### config.mk
export PLATFORM = sky130hd
export DESIGN_NAME = dofc_top
export DESIGN_NICKNAME = d
export VERILOG_FILES = /design/src/hdl/dofc_pkg.sv /design/src/hdl/dofc_top.sv
export VERILOG_INCLUDE_DIRS = /design/src /design/src/hdl
export SDC_FILE = /design/constraint.sdc
export NUM_CORES = 1
export LEC_CHECK = 0
export BUFFER_PORTS_ARGS = -buffer_cell sky130_fd_sc_hd__buf_2
export CAP_MARGIN = 40
export CELL_PAD_IN_SITES_DETAIL_PLACEMENT = 1
export CELL_PAD_IN_SITES_GLOBAL_PLACEMENT = 2
export CORE_UTILIZATION = 25
export CTS_CLUSTER_DIAMETER = 120
export DETAILED_ROUTE_END_ITERATION = 8
export PLACE_DENSITY_LB_ADDON = 0.1
export SYNTH_ARGS = -nofsm -noshare
export SYNTH_HDL_FRONTEND = slang
export SYNTH_SLANG_ARGS = --single-unit
### constraint.sdc
create_clock -name ref_clk -period 2.4 [get_ports ref_clk]
set_input_delay 0.36 -clock ref_clk [delete_from_list [all_inputs] [get_ports ref_clk]]
set_output_delay 0.36 -clock ref_clk [all_outputs]
set_load 0.02 [all_outputs]
### src/hdl/dofc_map.svh
`ifndef DOFC_MAP_SVH
`define DOFC_MAP_SVH

// =====================================================================
// Register indices; the byte address on the bus is four times the index.
// =====================================================================
`define DOFC_IDX_FAMILY     10'h038
`define DOFC_IDX_FREQ       10'h039
`define DOFC_IDX_DIFF       10'h03a

// =====================================================================
// Reset values and writable-bit masks.
// =====================================================================
`define DOFC_RST_FAMILY     8'h14
`define DOFC_RST_FREQ       8'h08
`define DOFC_RST_DIFF       8'hc2
`define DOFC_WMASK_FAMILY   8'h60
`define DOFC_WMASK_FREQ     8'hf0
`define DOFC_WMASK_DIFF     8'h03

// =====================================================================
// Field positions.
// =====================================================================
`define DOFC_SECOND_FAM_BIT 6
`define DOFC_FIRST_FAM_BIT  5
`define DOFC_SECOND_CODE_LO 6
`define DOFC_FIRST_CODE_LO  4
`define DOFC_DIFF_LO        0

// =====================================================================
// Spot frequencies in kHz, SONET family then SDH family.
// =====================================================================
`define DOFC_KHZ_SONET_0    15'h0608
`define DOFC_KHZ_SONET_1    15'h0c10
`define DOFC_KHZ_SONET_2    15'h1820
`define DOFC_KHZ_SONET_3    15'h3041
`define DOFC_KHZ_SDH_0      15'h0800
`define DOFC_KHZ_SDH_1      15'h1000
`define DOFC_KHZ_SDH_2      15'h2000
`define DOFC_KHZ_SDH_3      15'h4000

// =====================================================================
// Bus answers.
// =====================================================================
`define DOFC_RESP_OKAY      2'h0
`define DOFC_RESP_SLVERR    2'h2

`endif

### src/hdl/dofc_pkg.sv
package dofc_pkg;

    typedef enum logic [1:0] {
        DOFC_DIFF_OFF,
        DOFC_DIFF_PECL,
        DOFC_DIFF_LVDS
    } dofc_diff_mode_t;

    typedef struct packed {
        logic            awready;
        logic            wready;
        logic            bvalid;
        logic [1:0]      bresp;
        logic            arready;
        logic            rvalid;
        logic [1:0]      rresp;
        logic [31:0]     rdata;
        logic            aw_got;
        logic            w_got;
        logic [11:0]     awaddr;
        logic [7:0]      wdata;
        logic            wlane0;
        logic [7:0]      family;
        logic [7:0]      freq;
        logic [7:0]      diff;
        logic            first_fam;
        logic            second_fam;
        logic [1:0]      first_code;
        logic [1:0]      second_code;
        logic [14:0]     first_khz;
        logic [14:0]     second_khz;
        dofc_diff_mode_t diff_mode;
    } dofc_state_t;

endpackage

### src/hdl/dofc_top.sv
`timescale 1ns/1ps
`include "dofc_map.svh"

// Summary of operation
// - Bits 6 and 5 pick each output's family.
// - Bits 7:6 pick second output spot frequency.
// - Bits 5:4 pick first output spot frequency.
// - Bits 1:0 set differential driver mode.

module dofc_top (
    input  wire logic                     ref_clk,
    input  wire logic                     resetn,
    input  wire logic                     clk_en,
    input  wire logic [11:0]              s_axi_awaddr,
    input  wire logic [2:0]               s_axi_awprot,
    input  wire logic                     s_axi_awvalid,
    output logic                          s_axi_awready,
    input  wire logic [31:0]              s_axi_wdata,
    input  wire logic [3:0]               s_axi_wstrb,
    input  wire logic                     s_axi_wvalid,
    output logic                          s_axi_wready,
    output logic [1:0]                    s_axi_bresp,
    output logic                          s_axi_bvalid,
    input  wire logic                     s_axi_bready,
    input  wire logic [11:0]              s_axi_araddr,
    input  wire logic [2:0]               s_axi_arprot,
    input  wire logic                     s_axi_arvalid,
    output logic                          s_axi_arready,
    output logic [31:0]                   s_axi_rdata,
    output logic [1:0]                    s_axi_rresp,
    output logic                          s_axi_rvalid,
    input  wire logic                     s_axi_rready,
    output logic                          first_output_family_sel,
    output logic                          second_output_family_sel,
    output logic [1:0]                    first_output_freq_code,
    output logic [1:0]                    second_output_freq_code,
    output logic [14:0]                   first_aux_clock_out_khz,
    output logic [14:0]                   second_aux_clock_out_khz,
    output dofc_pkg::dofc_diff_mode_t     diff_driver_mode
);

    // =================================================================
    // Decoding helpers
    // =================================================================

    // A set family bit selects the SONET member of each frequency pair.
    function automatic logic [14:0] spot_khz(input logic sonet,
                                             input logic [1:0] code);
        logic [14:0] khz;
        khz = 15'h0000;
        unique case (code)
            2'h0: khz = sonet ? `DOFC_KHZ_SONET_0 : `DOFC_KHZ_SDH_0;
            2'h1: khz = sonet ? `DOFC_KHZ_SONET_1 : `DOFC_KHZ_SDH_1;
            2'h2: khz = sonet ? `DOFC_KHZ_SONET_2 : `DOFC_KHZ_SDH_2;
            2'h3: khz = sonet ? `DOFC_KHZ_SONET_3 : `DOFC_KHZ_SDH_3;
        endcase
        return khz;
    endfunction

    // Code 11 has no defined driver standard, so it keeps the driver off
    // rather than guessing at an electrical level.
    function automatic dofc_pkg::dofc_diff_mode_t diff_decode(input logic [1:0] code);
        dofc_pkg::dofc_diff_mode_t mode;
        mode = dofc_pkg::DOFC_DIFF_OFF;
        unique case (code)
            2'h0: mode = dofc_pkg::DOFC_DIFF_OFF;
            2'h1: mode = dofc_pkg::DOFC_DIFF_PECL;
            2'h2: mode = dofc_pkg::DOFC_DIFF_LVDS;
            2'h3: mode = dofc_pkg::DOFC_DIFF_OFF;
        endcase
        return mode;
    endfunction

    // Only writable bits take new data; the rest keep their reset value.
    function automatic logic [7:0] merge(input logic [7:0] old,
                                         input logic [7:0] data,
                                         input logic [7:0] wmask);
        return (old & ~wmask) | (data & wmask);
    endfunction

    function automatic logic [9:0] word_index(input logic [11:0] addr);
        return addr[11:2];
    endfunction

    // One-hot register select: bit 0 family, bit 1 frequency, bit 2 driver
    // mode.  Writes and reads share it, so the two decoders cannot drift.
    function automatic logic [2:0] reg_select(input logic [9:0] idx);
        logic [2:0] sel;
        sel = 3'h0;
        unique case (idx)
            `DOFC_IDX_FAMILY: sel = 3'h1;
            `DOFC_IDX_FREQ:   sel = 3'h2;
            `DOFC_IDX_DIFF:   sel = 3'h4;
            default:          sel = 3'h0;
        endcase
        return sel;
    endfunction

    function automatic logic is_mapped(input logic [9:0] idx);
        return |reg_select(idx);
    endfunction

    // =================================================================
    // State and reset value
    // =================================================================

    // Sized copies of the reset bytes, so that single fields can be picked
    // out; a bare literal cannot be indexed.
    localparam logic [7:0] RST_FAMILY      = `DOFC_RST_FAMILY;
    localparam logic [7:0] RST_FREQ        = `DOFC_RST_FREQ;
    localparam logic [7:0] RST_DIFF        = `DOFC_RST_DIFF;
    localparam logic       RST_FIRST_FAM   = RST_FAMILY[`DOFC_FIRST_FAM_BIT];
    localparam logic       RST_SECOND_FAM  = RST_FAMILY[`DOFC_SECOND_FAM_BIT];
    localparam logic [1:0] RST_FIRST_CODE  = RST_FREQ[`DOFC_FIRST_CODE_LO +: 2];
    localparam logic [1:0] RST_SECOND_CODE = RST_FREQ[`DOFC_SECOND_CODE_LO +: 2];
    localparam logic [1:0] RST_DIFF_CODE   = RST_DIFF[`DOFC_DIFF_LO +: 2];

    localparam dofc_pkg::dofc_state_t RST_STATE = '{
        awready     : 1'b1,
        wready      : 1'b1,
        bvalid      : 1'b0,
        bresp       : `DOFC_RESP_OKAY,
        arready     : 1'b1,
        rvalid      : 1'b0,
        rresp       : `DOFC_RESP_OKAY,
        rdata       : 32'h0000_0000,
        aw_got      : 1'b0,
        w_got       : 1'b0,
        awaddr      : 12'h000,
        wdata       : 8'h00,
        wlane0      : 1'b0,
        family      : RST_FAMILY,
        freq        : RST_FREQ,
        diff        : RST_DIFF,
        first_fam   : RST_FIRST_FAM,
        second_fam  : RST_SECOND_FAM,
        first_code  : RST_FIRST_CODE,
        second_code : RST_SECOND_CODE,
        first_khz   : spot_khz(RST_FIRST_FAM, RST_FIRST_CODE),
        second_khz  : spot_khz(RST_SECOND_FAM, RST_SECOND_CODE),
        diff_mode   : diff_decode(RST_DIFF_CODE)
    };

    dofc_pkg::dofc_state_t state_reg;
    dofc_pkg::dofc_state_t state_next;

    // =================================================================
    // Next-state logic
    // =================================================================

    // One write and one read may be in flight at once, independent of each
    // other.  A write is answered one cycle after the later of its address
    // and data is taken, a read one cycle after its address.  The low two
    // address bits, the protection fields and byte lanes 1 to 3 are ignored,
    // so a narrow or unaligned access still lands on the whole word.  An
    // index outside the map answers with a slave error and changes nothing;
    // a read of it returns zero.
    always_comb begin
        logic [9:0] widx;
        logic [9:0] ridx;
        logic [2:0] wsel;
        logic [2:0] rsel;
        state_next = state_reg;
        widx       = 10'h000;
        ridx       = word_index(s_axi_araddr);
        wsel       = 3'h0;
        rsel       = reg_select(ridx);

        // Address and data are captured independently, in either order.
        if (s_axi_awvalid && state_reg.awready) begin
            state_next.awaddr  = s_axi_awaddr;
            state_next.aw_got  = 1'b1;
            state_next.awready = 1'b0;
        end
        if (s_axi_wvalid && state_reg.wready) begin
            state_next.wdata  = s_axi_wdata[7:0];
            state_next.wlane0 = s_axi_wstrb[0];
            state_next.w_got  = 1'b1;
            state_next.wready = 1'b0;
        end

        // Both halves present: commit and answer.  Only byte lane 0 holds
        // register data, so a write without it changes nothing.
        if (state_next.aw_got && state_next.w_got && !state_reg.bvalid) begin
            widx              = word_index(state_next.awaddr);
            wsel              = reg_select(widx);
            state_next.aw_got = 1'b0;
            state_next.w_got  = 1'b0;
            state_next.bvalid = 1'b1;
            state_next.bresp  = is_mapped(widx) ? `DOFC_RESP_OKAY
                                                : `DOFC_RESP_SLVERR;
            if (state_next.wlane0) begin
                if (wsel[0]) begin
                    state_next.family = merge(state_reg.family, state_next.wdata,
                                              `DOFC_WMASK_FAMILY);
                end
                if (wsel[1]) begin
                    state_next.freq = merge(state_reg.freq, state_next.wdata,
                                            `DOFC_WMASK_FREQ);
                end
                if (wsel[2]) begin
                    state_next.diff = merge(state_reg.diff, state_next.wdata,
                                            `DOFC_WMASK_DIFF);
                end
            end
        end

        // New address and data are only accepted once the response is gone,
        // which keeps a single write in flight.
        if (state_reg.bvalid && s_axi_bready) begin
            state_next.bvalid  = 1'b0;
            state_next.awready = 1'b1;
            state_next.wready  = 1'b1;
        end

        // Reads return the whole stored byte; fixed bits hold their default.
        if (s_axi_arvalid && state_reg.arready) begin
            state_next.arready = 1'b0;
            state_next.rvalid  = 1'b1;
            state_next.rresp   = is_mapped(ridx) ? `DOFC_RESP_OKAY
                                                 : `DOFC_RESP_SLVERR;
            state_next.rdata   = 32'h0000_0000;
            if (rsel[0]) begin
                state_next.rdata[7:0] = state_reg.family;
            end
            if (rsel[1]) begin
                state_next.rdata[7:0] = state_reg.freq;
            end
            if (rsel[2]) begin
                state_next.rdata[7:0] = state_reg.diff;
            end
        end
        if (state_reg.rvalid && s_axi_rready) begin
            state_next.rvalid  = 1'b0;
            state_next.arready = 1'b1;
        end

        // Decoded settings are computed from the next register value, so
        // they change at the same edge as the register and every output
        // still comes straight from a flip-flop, free of decode glitches.
        state_next.first_fam   = state_next.family[`DOFC_FIRST_FAM_BIT];
        state_next.second_fam  = state_next.family[`DOFC_SECOND_FAM_BIT];
        state_next.first_code  = state_next.freq[`DOFC_FIRST_CODE_LO +: 2];
        state_next.second_code = state_next.freq[`DOFC_SECOND_CODE_LO +: 2];
        state_next.first_khz   = spot_khz(state_next.first_fam,
                                          state_next.first_code);
        state_next.second_khz  = spot_khz(state_next.second_fam,
                                          state_next.second_code);
        state_next.diff_mode   = diff_decode(state_next.diff[`DOFC_DIFF_LO +: 2]);
    end

    // =================================================================
    // State register
    // =================================================================

    // A low clock enable freezes everything, bus handshakes included, so a
    // master must not expect progress while it is held low.
    always_ff @(posedge ref_clk or negedge resetn) begin
        if (!resetn) begin
            state_reg <= RST_STATE;
        end else if (clk_en) begin
            state_reg <= state_next;
        end
    end

    // =================================================================
    // Outputs
    // =================================================================

    assign s_axi_awready            = state_reg.awready;
    assign s_axi_wready             = state_reg.wready;
    assign s_axi_bvalid             = state_reg.bvalid;
    assign s_axi_bresp              = state_reg.bresp;
    assign s_axi_arready            = state_reg.arready;
    assign s_axi_rvalid             = state_reg.rvalid;
    assign s_axi_rresp              = state_reg.rresp;
    assign s_axi_rdata              = state_reg.rdata;
    assign first_output_family_sel  = state_reg.first_fam;
    assign second_output_family_sel = state_reg.second_fam;
    assign first_output_freq_code   = state_reg.first_code;
    assign second_output_freq_code  = state_reg.second_code;
    assign first_aux_clock_out_khz  = state_reg.first_khz;
    assign second_aux_clock_out_khz = state_reg.second_khz;
    assign diff_driver_mode         = state_reg.diff_mode;

endmodule // dofc_top

# Yosys cells after proc, flatten, opt, wreduce, memory -nomap -nowiden
# Cells that the tools add are included.
# word_totals
mem_bits_ro,0
out_inout_bits,79
elab_cells,111
ramBits,0
latch_bits,0
ff_bits,102
input_bits,74
mem_count,0
# op_classes
multipliers,0
bitwise,3
add_sub_neg,0
n_reduce_logical,29
shifts,0
n_lt_le_gt_ge,0
eq_ne,15
div_mod_pow,0
n_mux,36
# ops
op,n
$pmux 15 s4,2
$eq 10x6->1 const B,6
$mux 23,2
$mux 8,5
$mux 12,3
$mux 36,1
$mux 15,2
$mux 14,2
$mux 13,2
$pmux 3 s3,2
$reduce_and 2->1,8
$eq 2x2->1 const B,6
$mux 3,4
$reduce_and 4->1,3
$mux 9,1
$mux 2,4
$or 4x8->8,1
$or 8x2->8,1
$or 8x7->8,1
$reduce_bool 2->1,4
$logic_and 1x1->1,7
$mux 7,1
$eq 2x1->1 const B,3
$logic_not 2->1,3
5 further kinds,9

# Longest topological paths before layout
# logic_depth
ltp_word,11
mapped_depth,6
ltp_nobuf,6

# Least setup slack after synthesis
# No wires, ideal clock.
# synth_timing
path_kind,flip-flop to flip-flop
startpoint,"register state_reg, in the netlist s_axi_awready"
endpoint,"register state_reg, in the netlist second_aux_clock_out_khz[11]"
setup_time_ns,0.111
period_less_slack_ns,2.433
setup_slack_ns,-0.033
arrival_time_ns,2.322
path_stages_with_launch,7
n_path_buf,0
required_time_ns,2.289
path_cell_list,dfstp_2 nand2_1 a21o_1 a2111oi_4 mux2i_1 xnor2_1 o311ai_0
# synth_via
elab_chain_cells,10
elab_cells_between_ends,22
cone_classes,6 x eq/ne; 12 x mux; 4 x reduce/logical
# synth_lines
element,line,rtl
from (decl),dofc_top.sv:144,dofc_pkg::dofc_state_t state_reg;
from (signal assigned),dofc_top.sv:262,state_reg <= state_next;
$logic_and 1x1->1 *,dofc_top.sv:170,if (s_axi_awvalid && state_reg.awready) begin
$mux 12,dofc_top.sv:170,
$eq 10x6->1,dofc_top.sv:90,unique case (idx)
$pmux 3 s3,dofc_top.sv:90,
$mux 3,dofc_top.sv:184,if (state_next.aw_got && state_next.w_got && !state_reg.bvalid) begin
$mux 8 / $mux 7 (equally long branches),"dofc_top.sv:197, dofc_top.sv:193",
$mux 23,dofc_top.sv:192,if (state_next.wlane0) begin
$mux 23 *,dofc_top.sv:184,
$eq 2x2->1 (tied with other cells),dofc_top.sv:51,unique case (code)
$pmux 15 s4 *,dofc_top.sv:51,
# Every way passes the cells marked *; elsewhere a longest branch is shown, timed or not. The select of a mux whose other input is x is not followed.
# A chain may end at the register's enable or synchronous reset.

# Final worst setup path
# layout_timing
startpoint,register state_reg[81] (netlist name)
endpoint,"register state_reg, in the netlist second_aux_clock_out_khz[12]"
# layout_via
elab_chain_cells,9
elab_cells_between_ends,18
cone_classes,6 x eq/ne; 11 x mux; 1 x reduce/logical
# layout_lines
element,line
$mux 12 *,dofc_top.sv:170
$eq 10x6->1,dofc_top.sv:90
$pmux 3 s3 *,dofc_top.sv:90
$mux 3 *,dofc_top.sv:184
$mux 8 / $mux 7 (equally long branches),"dofc_top.sv:197, dofc_top.sv:193"
$mux 23 *,dofc_top.sv:192
$mux 23 *,dofc_top.sv:184
$eq 2x2->1 (tied with other cells),dofc_top.sv:51
$pmux 15 s4 *,dofc_top.sv:51
# Marked as above.

==> summary.md <==
Run status
- run status: finished clean

Synthesis
- number of enable-type register cells in the synthesized netlist: 0
- area of the mapped netlist: 3460 sq um
- top post-synthesis cells by count: 72 x sky130_fd_sc_hd__buf_4, 55 x sky130_fd_sc_hd__dfrtp_1, 33 x sky130_fd_sc_hd__nand2_1
- most frequently used flop master after synthesis: sky130_fd_sc_hd__dfrtp_1
- sequential element share of the synthesized area: 0.450
- largest area contributor in the synthesized netlist: sky130_fd_sc_hd__dfrtp_1
- per-instance average area after synthesis: 10.5 sq um
- count of yosys warnings during synthesis: 0
- synth unique cells: 44
- proportion of synthesized flip-flops having asynchronous set or reset: 1.00
- most common cell in the netlist: sky130_fd_sc_hd__buf_4
- number of cells produced by synthesis: 330
- register bit total from synthesis: 62
- cells taking the most area after synthesis: sky130_fd_sc_hd__dfrtp_1 40%, sky130_fd_sc_hd__buf_4 16%, sky130_fd_sc_hd__mux2_2 9.1%
- share of the synthesized area in the top cell type: 0.397

Layout
- synth-to-layout area growth: 20.9%
- layout cell share with drive strength beyond 1: 0.440
- number of flip-flops under the largest register name: 27
- fin cells: 576
- count of antenna diodes in the layout: 0
- fin nets: 469
- finished layout cell area: 4190 sq um

STA
- worst relative slew slack: 0.657
- post-route fraction of the period consumed by the critical path: 0.963
- Final Max Tran Viols: 0
- actual slew at the worst max-slew pin: 514 ps
- unrepaired setup endpoints after global routing: yes
- final setup skew: 5.23 ps
- Total Negative Setup Slacks: 0 ps
- final period demand of the worst path: 2310 ps
- final hold violations: 0
- hold slack: 49.2 ps
- peak clock frequency supported by timing: 0.433 GHz
- endpoints failing setup: 0

Flow run
- max-capacitance violation count: 0

Route
- via-per-instance ratio: 4.24
- overall routed net length: 8.27 mm
- number of remaining DRC errors: 0
- DRC marker count from the first detailed-route iteration: 69
- wire per inst: 14.4 um
- overall via count from detail_route: 2442
- number of search-and-repair iterations in the first detailed-routing pass: 4
- post-detailed-route count of antenna-violating nets: 0

Global route
- vias in the first global route: 2514
- first-pass GRT wire length: 13.6 mm
- overall fraction of global-route tracks in use: 0.125
- Remaining Overflow, GRT: 0
- maximum number of pins on one net before global-route repair: 63
- initial antenna violation count: 0

Clock network
- CTS Sinks: 62
- Root Buffer: sky130_fd_sc_hd__clkbuf_16
- number of buffers on the longest clock path: 2
- clock tree from TritonCTS: done
- clock slew seen by the registers of the worst setup and hold paths: 50 ps
- total of hold buffers inserted after clock tree synthesis: 0
- cts bufs inserted: 9
- later-pin clock latency in the skew report: 330 ps
- setup bufs post-CTS: 0
- Clock H-tree levels: 3

Setup path
- number of cells on the worst reg-to-reg path: 6
- cells along the critical path: nor4b_4 -> nand3_4 -> a2111oi_4 -> mux2_4 -> or3_1 -> a21oi_2
- Startpoint Class: flop
- worst-path cell with the longest stage delay: sky130_fd_sc_hd__a2111oi_4
- slowest stage delay, CP: 480 ps
- cell class contributing the biggest share of worst-path delay: simple AND/OR/NAND/NOR gates
- critical path class: reg -> reg
- Arr. time, crit path: 2560 ps
- worst r2r dst: second_aux_clock_out_khz[12]$_DFFE_PN0P_
- reg-to-reg startpoint: state_reg[81]$_DFFE_PN0P_
- Crit Path Max Fanout: 4
- Crit path required time: 2650 ps
- register-to-register setup slack: 90 ps
- worst path bufs/invs: 0
- Critical Path Sink Type: flop

Die
- number of primary I/O pins: 153
- die width: 120 um
- DIE HEIGHT: 120 um
- area of the core: 13400 sq um
- total die area: 14300 sq um
- number of standard-cell rows in the floorplan: 42
- initial core utilization: 0.259

Placed design
- post-DP HPWL: 6.00 mm
- count of buffers from port buffering: 79
- cell area after placement: 3820 sq um
- Inst Count DP: 560
- Final GP Congestion: 0.733

Power
- logic gate share of total power: 0.291
- final total power: 3820 uW
- static leakage power: 0.00199 uW
- net load switching power: 1230 uW
- Peak VDD IR: 0.285 mV
- sequential share of power: 0.386
- switching part of the total power: 0.322
- internal portion of total power: 2590 uW
- power density relative to cell area: 912 nW/um^2
- proportion of power drawn by the clock network: 0.323

Min path
- Worst Hold Class: in -> async

==> layout by cell type (no fill, tap or decap), types with 3 or more instances in the layout <==
| master | instances |
|---|---|
| sky130_fd_sc_hd__buf_2 | 79 |
| sky130_fd_sc_hd__clkinv_2 | 4 |
| sky130_fd_sc_hd__o21ai_0 | 16 |
| sky130_fd_sc_hd__nor2_1 | 8 |
| sky130_fd_sc_hd__a31oi_1 | 4 |
| sky130_fd_sc_hd__nand3_1 | 7 |
| sky130_fd_sc_hd__dfrtp_1 | 55 |
| sky130_fd_sc_hd__a21oi_1 | 7 |
| sky130_fd_sc_hd__buf_4 | 20 |
| sky130_fd_sc_hd__a32o_1 | 4 |
| sky130_fd_sc_hd__mux2_2 | 26 |
| sky130_fd_sc_hd__mux2i_1 | 5 |
| sky130_fd_sc_hd__o2bb2ai_1 | 8 |
| sky130_fd_sc_hd__dfstp_2 | 7 |
| sky130_fd_sc_hd__clkbuf_8 | 3 |
| sky130_fd_sc_hd__nand2b_1 | 3 |
| sky130_fd_sc_hd__a2111oi_4 | 3 |
| sky130_fd_sc_hd__conb_1 | 34 |
| sky130_fd_sc_hd__nand2_1 | 32 |
| sky130_fd_sc_hd__clkbuf_16 | 9 |
| sky130_fd_sc_hd__xnor2_1 | 3 |
| sky130_fd_sc_hd__inv_1 | 16 |
| sky130_fd_sc_hd__nand4_1 | 3 |
==> through the flow <==
step | util | setup slack [ps]
2_1_floorplan | - | 5.51
3_3_place_gp | 0.285 | -115
3_5_place_dp | 0.285 | -99.2
4_1_cts | 0.307 | 12.3
5_1_grt | 0.313 | -7.58
6_report | 0.313 | 88.1
==> timing repair <==
action,in CTS,in global routing
gates cloned,0,0
hold endpoints to repair,0,0
setup endpoints to repair,4,15
gates resized for setup,3,17
pin swaps,1,6
==> logic make-up after synthesis <==
family | count (synthesis) | synth area share
buffers and inverters | 97 | 0.183
AND/OR/NAND/NOR | 73 | 0.117
flip-flops | 62 | 0.450
AO/OA/AOI/OAI | 59 | 0.130
multiplexers | 35 | 0.111
XOR/XNOR | 3 | 0.00759
other | 1 | 0.00108
==> layout make-up <==
type                            count  area [sq um]
Inverter                           16          60.1
Tap cell                          176           220
Timing Repair Buffer              102           588
Clock inverter                      4          20.0
Fill cell                        1560          9210
Multi-Input combinational cell    204          1470
Clock buffer                       12           267
Sequential cell                    62          1560
==> power groups by stage <==
stage	clock (uW)	combinational, uW	sequential [uW]
CTS	1290	1090	1480
global placement	0	1070	1490
floorplan	0	814	1490
global route	1350	1230	1520
detailed placement	0	1080	1490
finish	1240	1110	1470
==> worst max path at each step <==
stage                                                     to  cells after the start  slack, ps                 startpoint
floorplan           second_aux_clock_out_khz[11]$_DFFE_PN1P_                      6          6  s_axi_awready$_DFFE_PN1P_
global placement    second_aux_clock_out_khz[11]$_DFFE_PN1P_                      7       -120           s_axi_awaddr[11]
detailed placement  second_aux_clock_out_khz[11]$_DFFE_PN1P_                      7       -100           s_axi_awaddr[11]
CTS                 second_aux_clock_out_khz[11]$_DFFE_PN1P_                      6         10  state_reg[82]$_DFFE_PN0P_
global route        second_aux_clock_out_khz[12]$_DFFE_PN0P_                      6         -8  state_reg[81]$_DFFE_PN0P_
finish              second_aux_clock_out_khz[12]$_DFFE_PN0P_                      6         90  state_reg[81]$_DFFE_PN0P_
==> routing by layer <==
metal / GRT usage / vias to the layer above / part of all wire
met5: 0 / - / 0
met2: 0.188 / 75 / 0.44
met3: 0.0318 / 9 / 0.050
met4: 0.0492 / 0 / 0.014
li1: - / 1175 / -
met1: 0.170 / 1183 / 0.49
(Power assumes the default switching activity.)
